File: src/pkg/dbd_pkg.sv
// Package for the DAC buffer and dither control block.
// Assumes a 32-bit AHB-Lite register bus and a single 125 MHz clock.
package dbd_pkg;

  // Register byte offsets
  localparam logic [7:0] ADDR_CTRL_A    = 8'h00;
  localparam logic [7:0] ADDR_CTRL_B    = 8'h04;
  localparam logic [7:0] ADDR_EVENT_CONTROL_REGISTER    = 8'h08;
  localparam logic [7:0] ADDR_INT_MASK  = 8'h0c;
  localparam logic [7:0] ADDR_INT_STAT  = 8'h10;
  localparam logic [7:0] ADDR_DATA      = 8'h14;
  localparam logic [7:0] ADDR_HOLD_BUF  = 8'h18;
  localparam logic [7:0] ADDR_STATUS    = 8'h1c;

  // Field positions: first control register
  localparam int FIRST_CONTROL_REGISTER_ENABLE_BIT    = 0;
  localparam int FIRST_CONTROL_REGISTER_DITHER_BIT    = 1;
  // Field positions: second control register
  localparam int SECOND_CONTROL_REGISTER_LEFT_BIT      = 0;
  localparam int SECOND_CONTROL_REGISTER_INTERNAL_OUTPUT_ENABLE_BIT      = 1;
  localparam int SECOND_CONTROL_REGISTER_PUMP_DIS_BIT  = 2;
  localparam int SECOND_CONTROL_REGISTER_EXTOUT_BIT    = 3;
  // Field positions: event control register
  localparam int EV_START_IN_BIT     = 0;
  localparam int EV_EMPTY_OUT_BIT    = 1;
  // Field positions: interrupt status and mask
  localparam int INT_UNDERRUN_BIT    = 0;
  localparam int INT_EMPTY_BIT       = 1;
  // Field positions: status register
  localparam int STAT_BUF_FULL_BIT   = 0;
  localparam int STAT_SYNC_BUSY_BIT  = 1;

  // Reset values
  localparam logic [1:0]  FIRST_CONTROL_REGISTER_RESET   = 2'h0;
  localparam logic [3:0]  SECOND_CONTROL_REGISTER_RESET   = 4'h0;
  localparam logic [1:0]  EVENT_CONTROL_REGISTER_RESET  = 2'h0;
  localparam logic [1:0]  INT_RESET     = 2'h0;
  localparam logic [15:0] DATA_RESET    = 16'h0000;

  // Dither sizing
  localparam int SUBCONV_COUNT = 16;
  localparam int CODE_WIDTH    = 10;

  // Write-synchronisation latency toward the converter side
  localparam int SYNC_CYCLES   = 2;

  // AHB-Lite encodings
  localparam logic [1:0] HTRANS_NONSEQ = 2'h2;
  localparam logic [1:0] HTRANS_SEQ    = 2'h3;
  localparam logic [2:0] HSIZE_WORD    = 3'h2;

endpackage : dbd_pkg

File: src/pkg/dbd_dither_if.sv
// Interface between the control core and the dither sequencer.
// Assumes both ends share one clock.
`timescale 1ns/10ps
interface dbd_dither_if;
  logic        load;      // Pulse: new sample in conversion word
  logic        step;      // Pulse: one sub-conversion event
  logic [15:0] sample;    // Conversion word
  logic        dither;    // Dithering mode
  logic        left;      // Left-justified layout
  logic [9:0]  code;      // Code presented to the converter
  logic        last;      // Pulse: sixteenth sub-conversion done, or each load without dither

  modport ctrl (output load, output step, output sample, output dither,
                output left, input code, input last);
  modport seq  (input load, input step, input sample, input dither,
                input left, output code, output last);
endinterface : dbd_dither_if

File: src/core/dbd_dither_seq.sv
// Dither sequencer: turns a sample into the code for each sub-conversion.
// Assumes step pulses arrive only after a load.
`timescale 1ns/10ps
module dbd_dither_seq (
  input  wire logic   clock_i,
  input  wire logic   rstn_i,
  dbd_dither_if.seq   dif
);

  typedef struct packed {
    logic [3:0] phase;
    logic [9:0] code;
    logic       last;
  } dbd_seq_state_t;

  dbd_seq_state_t st;
  dbd_seq_state_t next_st;
  logic [9:0]     base;
  logic [3:0]     frac;
  logic [3:0]     ph_use;

  // Select code and dither bits per layout
  always_comb begin
    base = dif.left ? dif.sample[15:6] : dif.sample[13:4];
    frac = dif.left ? dif.sample[5:2]  : dif.sample[3:0];
  end

  // Phase i uses code+1 while i < frac, so frac of 16 steps are bumped
  always_comb begin
    next_st      = st;
    next_st.last = 1'b0;
    ph_use       = dif.load ? 4'h0 : st.phase;
    if (dif.load || dif.step) begin
      if (dif.dither && (ph_use < frac)) begin
        next_st.code = base + 10'h001;
      end else begin
        next_st.code = base;
      end
      if (dif.dither) begin
        next_st.phase = ph_use + 4'h1;
        next_st.last  = (ph_use == 4'hf);
      end else begin
        next_st.phase = 4'h0;
        next_st.last  = 1'b1;
      end
    end
  end

  always_ff @(posedge clock_i or negedge rstn_i) begin
    if (!rstn_i) begin
      st <= '0;
    end else begin
      st <= next_st;
    end
  end

  assign dif.code = st.code;
  assign dif.last = st.last;

endmodule : dbd_dither_seq

File: src/core/dbd_ctrl.sv
// DAC control core: AHB-Lite registers, two-stage sample queue, events,
// interrupts, DMA request and converter-side static controls.
// Assumes one 125 MHz clock; the start event is a one-cycle pulse.
//
// Contract
// Holding buffer and data word form queue
// Start event moves buffer into data word
// Start events honoured only when enabled
// Start with empty buffer flags underrun
// Empty event when holding buffer empties
// Empty event output only when enabled
// Buffer empty raises its interrupt flag
// Dither: bits 13:4 code, 3:0 dither
// Sixteen sub-conversions of code or code+1
// Source gives sixteen starts per sample
// Dither: empty and DMA once per sixteen
// Left justify: code 15:6, dither 5:2
// Internal output enable feeds the comparator
// Pump disable bit turns pump off
// Enable, data, buffer writes are synchronised; buffer writes land in hold directly
// Bumped steps equal the dither value
// DMA request on empty, cleared by write
//
// The AHB-Lite interface to the registers and the register addresses are this design's own decisions.
`timescale 1ns/10ps
module dbd_ctrl (
  input  wire logic        clock_i,
  input  wire logic        rstn_i,
  input  wire logic        hsel_i,
  input  wire logic [7:0]  haddr_i,
  input  wire logic [1:0]  htrans_i,
  input  wire logic        hwrite_i,
  input  wire logic [2:0]  hsize_i,
  input  wire logic [31:0] hwdata_i,
  input  wire logic        hready_i,
  output logic      [31:0] hrdata_o,
  output logic             hreadyout_o,
  output logic             hresp_o,
  input  wire logic        start_event_i,
  input  wire logic        pump_auto_i,
  output logic             empty_event_o,
  output logic             dma_req_o,
  output logic             irq_o,
  output logic      [9:0]  dac_code_o,
  output logic             dac_enable_o,
  output logic             ext_output_enable_o,
  output logic             internal_output_enable_o,
  output logic             pump_on_o
);

  typedef struct packed {
    logic        wr_pend;
    logic [7:0]  wr_addr;
    logic [1:0]  ctrl_a;
    logic [3:0]  ctrl_b;
    logic [1:0]  event_control_register;
    logic [1:0]  int_mask;
    logic [1:0]  int_stat;
    logic [15:0] data;
    logic [15:0] hold;
    logic        hold_full;
    logic [1:0]  sync_en;
    logic [1:0]  sync_dat;
    logic        dat_new;
    logic        load;
    logic        step;
    logic        empty_ev;
    logic        dma_req;
    logic        irq;
    logic [31:0] rdata;
    logic [9:0]  code;
    logic        ext_oe;
    logic        int_oe;
    logic        pump_on;
  } dbd_ctrl_state_t;

  dbd_ctrl_state_t st;
  dbd_ctrl_state_t next_st;
  dbd_dither_if    dif ();

  logic addr_take;
  logic wr_data;
  logic wr_hold;
  logic start_ok;
  logic dither;
  logic empties;
  logic [1:0] ev_set;
  logic [1:0] w1c;

  dbd_dither_seq u_seq (
    .clock_i (clock_i),
    .rstn_i  (rstn_i),
    .dif     (dif)
  );

  // Queue control to the sequencer
  assign dif.load   = st.load;
  assign dif.step   = st.step;
  assign dif.sample = st.data;
  assign dif.dither = st.ctrl_a[dbd_pkg::FIRST_CONTROL_REGISTER_DITHER_BIT];
  assign dif.left   = st.ctrl_b[dbd_pkg::SECOND_CONTROL_REGISTER_LEFT_BIT];

  // Decode an address phase; the write lands in the following data phase
  always_comb begin
    addr_take = hsel_i && hready_i && htrans_i[1];
    wr_data   = st.wr_pend && (st.wr_addr == dbd_pkg::ADDR_DATA);
    wr_hold   = st.wr_pend && (st.wr_addr == dbd_pkg::ADDR_HOLD_BUF);
    dither    = st.ctrl_a[dbd_pkg::FIRST_CONTROL_REGISTER_DITHER_BIT];
    // Starts only once enable has reached the converter side
    start_ok  = start_event_i && st.sync_en[1]
              && st.event_control_register[dbd_pkg::EV_START_IN_BIT];
    w1c       = (st.wr_pend && (st.wr_addr == dbd_pkg::ADDR_INT_STAT))
              ? hwdata_i[1:0] : 2'h0;
  end

  always_comb begin
    next_st          = st;
    next_st.load     = 1'b0;
    next_st.step     = 1'b0;
    next_st.empty_ev = 1'b0;
    empties          = 1'b0;
    ev_set           = 2'h0;

    // Register writes
    if (st.wr_pend) begin
      unique case (st.wr_addr)
        dbd_pkg::ADDR_CTRL_A:   next_st.ctrl_a   = hwdata_i[1:0];
        dbd_pkg::ADDR_CTRL_B:   next_st.ctrl_b   = hwdata_i[3:0];
        dbd_pkg::ADDR_EVENT_CONTROL_REGISTER:   next_st.event_control_register   = hwdata_i[1:0];
        dbd_pkg::ADDR_INT_MASK: next_st.int_mask = hwdata_i[1:0];
        default: ;
      endcase
    end

    // Enable passes a two-stage synchroniser
    next_st.sync_en = {st.sync_en[0],
                       st.ctrl_a[dbd_pkg::FIRST_CONTROL_REGISTER_ENABLE_BIT]};
    next_st.sync_dat = {st.sync_dat[0], wr_data};

    // Direct data write: reload the converter once it is synchronised
    if (wr_data) begin
      next_st.data = hwdata_i[15:0];
    end
    if (st.sync_dat[1]) begin
      next_st.load = 1'b1;
    end

    // Start event: step the dither, advance queue or flag underrun
    if (start_ok) begin
      if (dither && !dif.last && !st.load && !st.sync_dat[1]
          && st.dat_new) begin
        next_st.step = 1'b1;
      end else if (st.hold_full) begin
        next_st.data      = st.hold;
        next_st.hold_full = 1'b0;
        next_st.load      = 1'b1;
        next_st.dat_new   = 1'b1;
        empties           = 1'b1;
      end else begin
        ev_set[dbd_pkg::INT_UNDERRUN_BIT] = 1'b1;
      end
    end
    // Last of sixteen sub-conversions frees the word for a new sample
    if (dither && dif.last && !next_st.load) begin
      next_st.dat_new = 1'b0;
    end
    if (!dither) begin
      next_st.dat_new = 1'b0;
    end

    // Buffer write fills the holding stage
    if (wr_hold) begin
      next_st.hold      = hwdata_i[15:0];
      next_st.hold_full = 1'b1;
      next_st.dma_req   = 1'b0;
    end

    // Emptying gives event, interrupt and DMA request
    if (empties) begin
      next_st.empty_ev = st.event_control_register[dbd_pkg::EV_EMPTY_OUT_BIT];
      next_st.dma_req  = 1'b1;
      ev_set[dbd_pkg::INT_EMPTY_BIT] = 1'b1;
    end

    // Sticky flags: a set in the same cycle beats the write-one clear
    next_st.int_stat = (st.int_stat & ~w1c) | ev_set;
    next_st.irq      = |(next_st.int_stat & next_st.int_mask);

    // Register reads are taken straight, no synchronisation needed
    next_st.wr_pend = addr_take && hwrite_i;
    if (addr_take) begin
      next_st.wr_addr = haddr_i;
    end
    if (addr_take && !hwrite_i) begin
      unique case (haddr_i)
        dbd_pkg::ADDR_CTRL_A:   next_st.rdata = {30'h0, st.ctrl_a};
        dbd_pkg::ADDR_CTRL_B:   next_st.rdata = {28'h0, st.ctrl_b};
        dbd_pkg::ADDR_EVENT_CONTROL_REGISTER:   next_st.rdata = {30'h0, st.event_control_register};
        dbd_pkg::ADDR_INT_MASK: next_st.rdata = {30'h0, st.int_mask};
        dbd_pkg::ADDR_INT_STAT: next_st.rdata = {30'h0, st.int_stat};
        dbd_pkg::ADDR_DATA:     next_st.rdata = {16'h0, st.data};
        dbd_pkg::ADDR_HOLD_BUF: next_st.rdata = {16'h0, st.hold};
        dbd_pkg::ADDR_STATUS:   next_st.rdata = {30'h0,
                                  (st.sync_dat != 2'h0) ||
                                  (st.sync_en[1] !=
                                   st.ctrl_a[dbd_pkg::FIRST_CONTROL_REGISTER_ENABLE_BIT]),
                                  st.hold_full};
        default:                next_st.rdata = 32'h0;
      endcase
    end

    // Converter-side static controls
    next_st.code    = dif.code;
    next_st.ext_oe  = st.sync_en[1]
                    && st.ctrl_b[dbd_pkg::SECOND_CONTROL_REGISTER_EXTOUT_BIT];
    next_st.int_oe  = st.sync_en[1]
                    && st.ctrl_b[dbd_pkg::SECOND_CONTROL_REGISTER_INTERNAL_OUTPUT_ENABLE_BIT];
    next_st.pump_on = pump_auto_i
                    && !st.ctrl_b[dbd_pkg::SECOND_CONTROL_REGISTER_PUMP_DIS_BIT];
  end

  always_ff @(posedge clock_i or negedge rstn_i) begin
    if (!rstn_i) begin
      st          <= '0;
      st.ctrl_a   <= dbd_pkg::FIRST_CONTROL_REGISTER_RESET;
      st.ctrl_b   <= dbd_pkg::SECOND_CONTROL_REGISTER_RESET;
      st.event_control_register   <= dbd_pkg::EVENT_CONTROL_REGISTER_RESET;
      st.int_mask <= dbd_pkg::INT_RESET;
      st.int_stat <= dbd_pkg::INT_RESET;
      st.data     <= dbd_pkg::DATA_RESET;
    end else begin
      st <= next_st;
    end
  end

  // All outputs but hreadyout_o and hresp_o straight from state flops; the slave never waits
  assign hrdata_o                 = st.rdata;
  assign hreadyout_o              = 1'b1;
  assign hresp_o                  = 1'b0;
  assign empty_event_o            = st.empty_ev;
  assign dma_req_o                = st.dma_req;
  assign irq_o                    = st.irq;
  assign dac_code_o               = st.code;
  assign dac_enable_o             = st.sync_en[1];
  assign ext_output_enable_o      = st.ext_oe;
  assign internal_output_enable_o = st.int_oe;
  assign pump_on_o                = st.pump_on;

endmodule : dbd_ctrl

File: config.mk
export PLATFORM = sky130hd
export DESIGN_NAME = dbd_ctrl
export DESIGN_NICKNAME = d
export VERILOG_FILES = /design/src/pkg/dbd_pkg.sv /design/src/pkg/dbd_dither_if.sv /design/src/core/dbd_dither_seq.sv /design/src/core/dbd_ctrl.sv
export SDC_FILE = /design/constraint.sdc
export NUM_CORES = 1
export LEC_CHECK = 0
export BUFFER_PORTS_ARGS = -buffer_cell sky130_fd_sc_hd__buf_2
export CAP_MARGIN = 20
export CORE_MARGIN = 4
export CORE_UTILIZATION = 50
export DETAILED_ROUTE_END_ITERATION = 8
export GPL_ROUTABILITY_DRIVEN = 0
export PLACE_DENSITY = 0.76
export SETUP_SLACK_MARGIN = 0.02
export SLEW_MARGIN = 5
export SYNTH_ARGS = -nofsm -noshare
export SYNTH_HDL_FRONTEND = slang
export SYNTH_HIERARCHICAL = 1
export SYNTH_SLANG_ARGS = --single-unit
File: constraint.sdc
create_clock -name clock_i -period 2.2 [get_ports clock_i]
set_input_delay 0.44 -clock clock_i [delete_from_list [all_inputs] [get_ports clock_i]]
set_output_delay 0.44 -clock clock_i [all_outputs]
set_load 0.02 [all_outputs]
==> results.sh <==
export IMPL_status="finished clean"
export IMPL_slew_viol_final=0
export IMPL_yosys_register_bits=108
export IMPL_ys_top_cells_by_area="dfrtp_1 49%, buf_4 7.5%, mux2i_1 5.5%"
export IMPL_place_inst=648
export IMPL_fp_row_count=38
export IMPL_setup_slack_ns=0.136
export IMPL_ios=103
export IMPL_fp_dieW_um=113
export IMPL_slowest_stage="or4b_4"
export IMPL_grt_pass1_wl_um=18400
export IMPL_hold_viol=0
export IMPL_clk_latency_ns=0.37
export IMPL_met1_length_um=4700
export IMPL_route_met3_wl_um=717
export IMPL_synth_common_cells="108 x dfrtp_1, 55 x buf_4, 36 x nand2_1, 30 x mux2i_1, 28 x a22o_1"
export IMPL_whs_ns=0.291
export IMPL_core_area_um2=10800
export IMPL_dr_first_iter_drc_count=245
export IMPL_min_period_ns=2.06
export IMPL_synth_distinct_cells=57
export IMPL_maxCapViolations=0
export IMPL_max_freq_mhz=484
export IMPL_cp_top_family="simple AND/OR/NAND/NOR gates"
export IMPL_start_kind="flip-flop"
export IMPL_synth_top_area_cell="dfrtp_1"
export IMPL_relSlewSlack_pct=56.7
export IMPL_ant_nets=0
export IMPL_area_growth_pct=7.65
export IMPL_crit_type="reg -> reg"
export IMPL_worst_path_buf_inv=0
export IMPL_final_cell_area_um2=5910
export IMPL_switching_power_mw=1.05
export IMPL_fin_nets=579
export IMPL_synth_cells=492
export IMPL_chipHeight_um=113
export IMPL_dp_slack_ns=0.0411
export IMPL_viasPerCell=5.71
export IMPL_synth_edf_count=0
export IMPL_grt_overflow=0
export IMPL_crit_fanout=20
export IMPL_die_area_um2=12700
export IMPL_portBuffers=64
export IMPL_clock_sinks=108
export IMPL_fin_tns_setup_ns=0
export IMPL_max_stage_delay_ns=0.58
export IMPL_wl_met2_um=5640
export IMPL_syn_area_per_cell_um2=11.2
export IMPL_drive_gt1_share_pct=27.9
export IMPL_final_util_pct=54.8
export IMPL_wl_um=11300
export IMPL_cts_root_buf="clkbuf_8"
export IMPL_hp_class="in -> reg"
export IMPL_vdd_ir_drop_max_mv=0.372
export IMPL_internal_power_mw=2.74
export IMPL_worstPathArrival_ns=2.31
export IMPL_fin_crit_sh_pct=93.8
export IMPL_syn_area_um2=5490
export IMPL_combPwrFrac_pct=11.8
export IMPL_power_mw=3.79
export IMPL_clkPwrFrac_pct=30.3
export IMPL_hpwl_um=8150
export IMPL_globalRouteTotalUtil_pct=17.9
export IMPL_tightest_slew_ns=0.647
export IMPL_worst_setup_path_end_kind="flip-flop"
export IMPL_synth_top_area_share_pct=49.2
export IMPL_crit_chain="or4b_4 > or3_4 > mux2_4"
export IMPL_dr_pass1_iters=4
export IMPL_yosysMostFrequentCell="dfrtp_1"
export IMPL_h_tree_depth=3
export IMPL_power_density_nw_per_um2=641
export IMPL_seqPwrFrac_pct=57.9
export IMPL_vias=3809
export IMPL_antenna_found_initial=0
export IMPL_synth_warnings=6
export IMPL_yosysSeqAreaShare_pct=49.2
export IMPL_finClkSkew_ns=0.0155
export IMPL_synth_flop_cell="dfrtp_1"
export IMPL_place_area_um2=5670
export IMPL_cts_tree="yes"
export IMPL_grt_max_degree=58
export IMPL_async_flop_share_pct=100
export IMPL_top_layer_used="met4"
export IMPL_numCtsBuffers=9
export IMPL_swShare_pct=27.7
export IMPL_cts_max_path_buffers=2
export IMPL_first_global_vias=3760
export IMPL_drc=0
export IMPL_worstPathRequired_ns=2.45
export IMPL_fin_cells=667
export IMPL_diodes=0
export IMPL_path_clk_slew_ns=0.11
export IMPL_setup_viol=0
export IMPL_p_leak_nw=2.98
export IMPL_start_util_pct=50.9
export IMPL_wl_per_cell_um=17.0
export IMPL_rsz0062_at_grt="no"
==> worst reg2reg max path: stages, from the launching register on <==
cell	delay [ns]
dfrtp_1	0.42
or4b_4	0.58
or3_4	0.58
mux2_4	0.36
==> path summary, 6_finish.rpt <==
| check | startpoint | end | slack [ns] | cells past startpoint |
|---|---|---|---|---|
| max in group asynchronous | rstn_i | dif.left | 0.99 | 3 |
| hold reg to reg | next_st[54] | dac_enable_o | 0.37 | 0 |
| min in group asynchronous | rstn_i | dac_code_o[2] | 0.46 | 2 |
| setup / recovery | st[105] | st[60] | 0.14 | 3 |
| setup reg to reg | st[105] | st[60] | 0.14 | 3 |
| hold / removal | hwrite_i | st[108] | 0.29 | 3 |
==> logic make-up after synthesis <==
group | after synthesis | share of synthesized area [%]
simple gates | 122 | 11.5
flops | 108 | 49.2
compound gates | 99 | 13.0
buf+inv | 90 | 10.7
mux | 65 | 14.2
fa+ha+maj | 5 | 1.14
other cells | 2 | 0.137
xor+xnor | 1 | 0.159
==> area by class of cell <==
cell class | instances | area [um2]
clock buffer | 10 | 138
sequential | 108 | 2700
tap | 140 | 175
timing repair buffer | 82 | 485
fill | 900 | 4880
multi-input combinational | 311 | 2330
clock inverter | 6 | 47.5
inverter | 10 | 37.5
==> metal layers <==
metal  vias up  global-route usage [%]
met5         -                       0
met4         0                    6.17
li1       1757                       -
met2       141                    29.4
met3        24                    4.17
met1      1887                    23.5
==> power by group through the flow <==
stage               Sequential (mW)  Combinational [mW]  Clock [mW]
finish                         2.20               0.446        1.15
global route                   2.21               0.492        1.25
CTS                            2.19               0.438        1.18
detailed placement             2.23               0.435           0
global placement               2.22               0.421           0
floorplan                      2.20               0.356           0
==> registers in the layout, summed over array words and instances, names as in the netlist, 3 cells and up <==
register / flops
dac_code_o: 10
dif.sample: 16
hrdata_o: 16
next_st: 3
st: 37
u_seq/dif.code: 10
u_seq/st: 4
==> cells in the final DEF, fill, tap and decap left out, drive strengths merged, types with 4 or more instances in the layout <==
master,instances
o31a,5
a22o,28
buf,81
nand2b,4
o31ai,10
a21oi,27
nor3,5
nand2,36
mux2,32
conb,18
nor2,27
clkbuf,10
and3,4
nand4,6
inv,12
o21ai,9
dfrtp,108
nor4,7
nor2b,5
mux2i,30
ha,5
nand3,6
==> repair_timing <==
| item | in CTS | in global routing |
|---|---|---|
| hold endpoints to repair | 13 | 0 |
| gates cloned | 0 | 1 |
| setup buffers | 0 | 1 |
| hold buffers | 1 | 0 |
| setup endpoints to repair | 1 | 17 |
| gates resized for setup | 1 | 5 |
No activity file was read; power rests on OpenSTA's default activity.
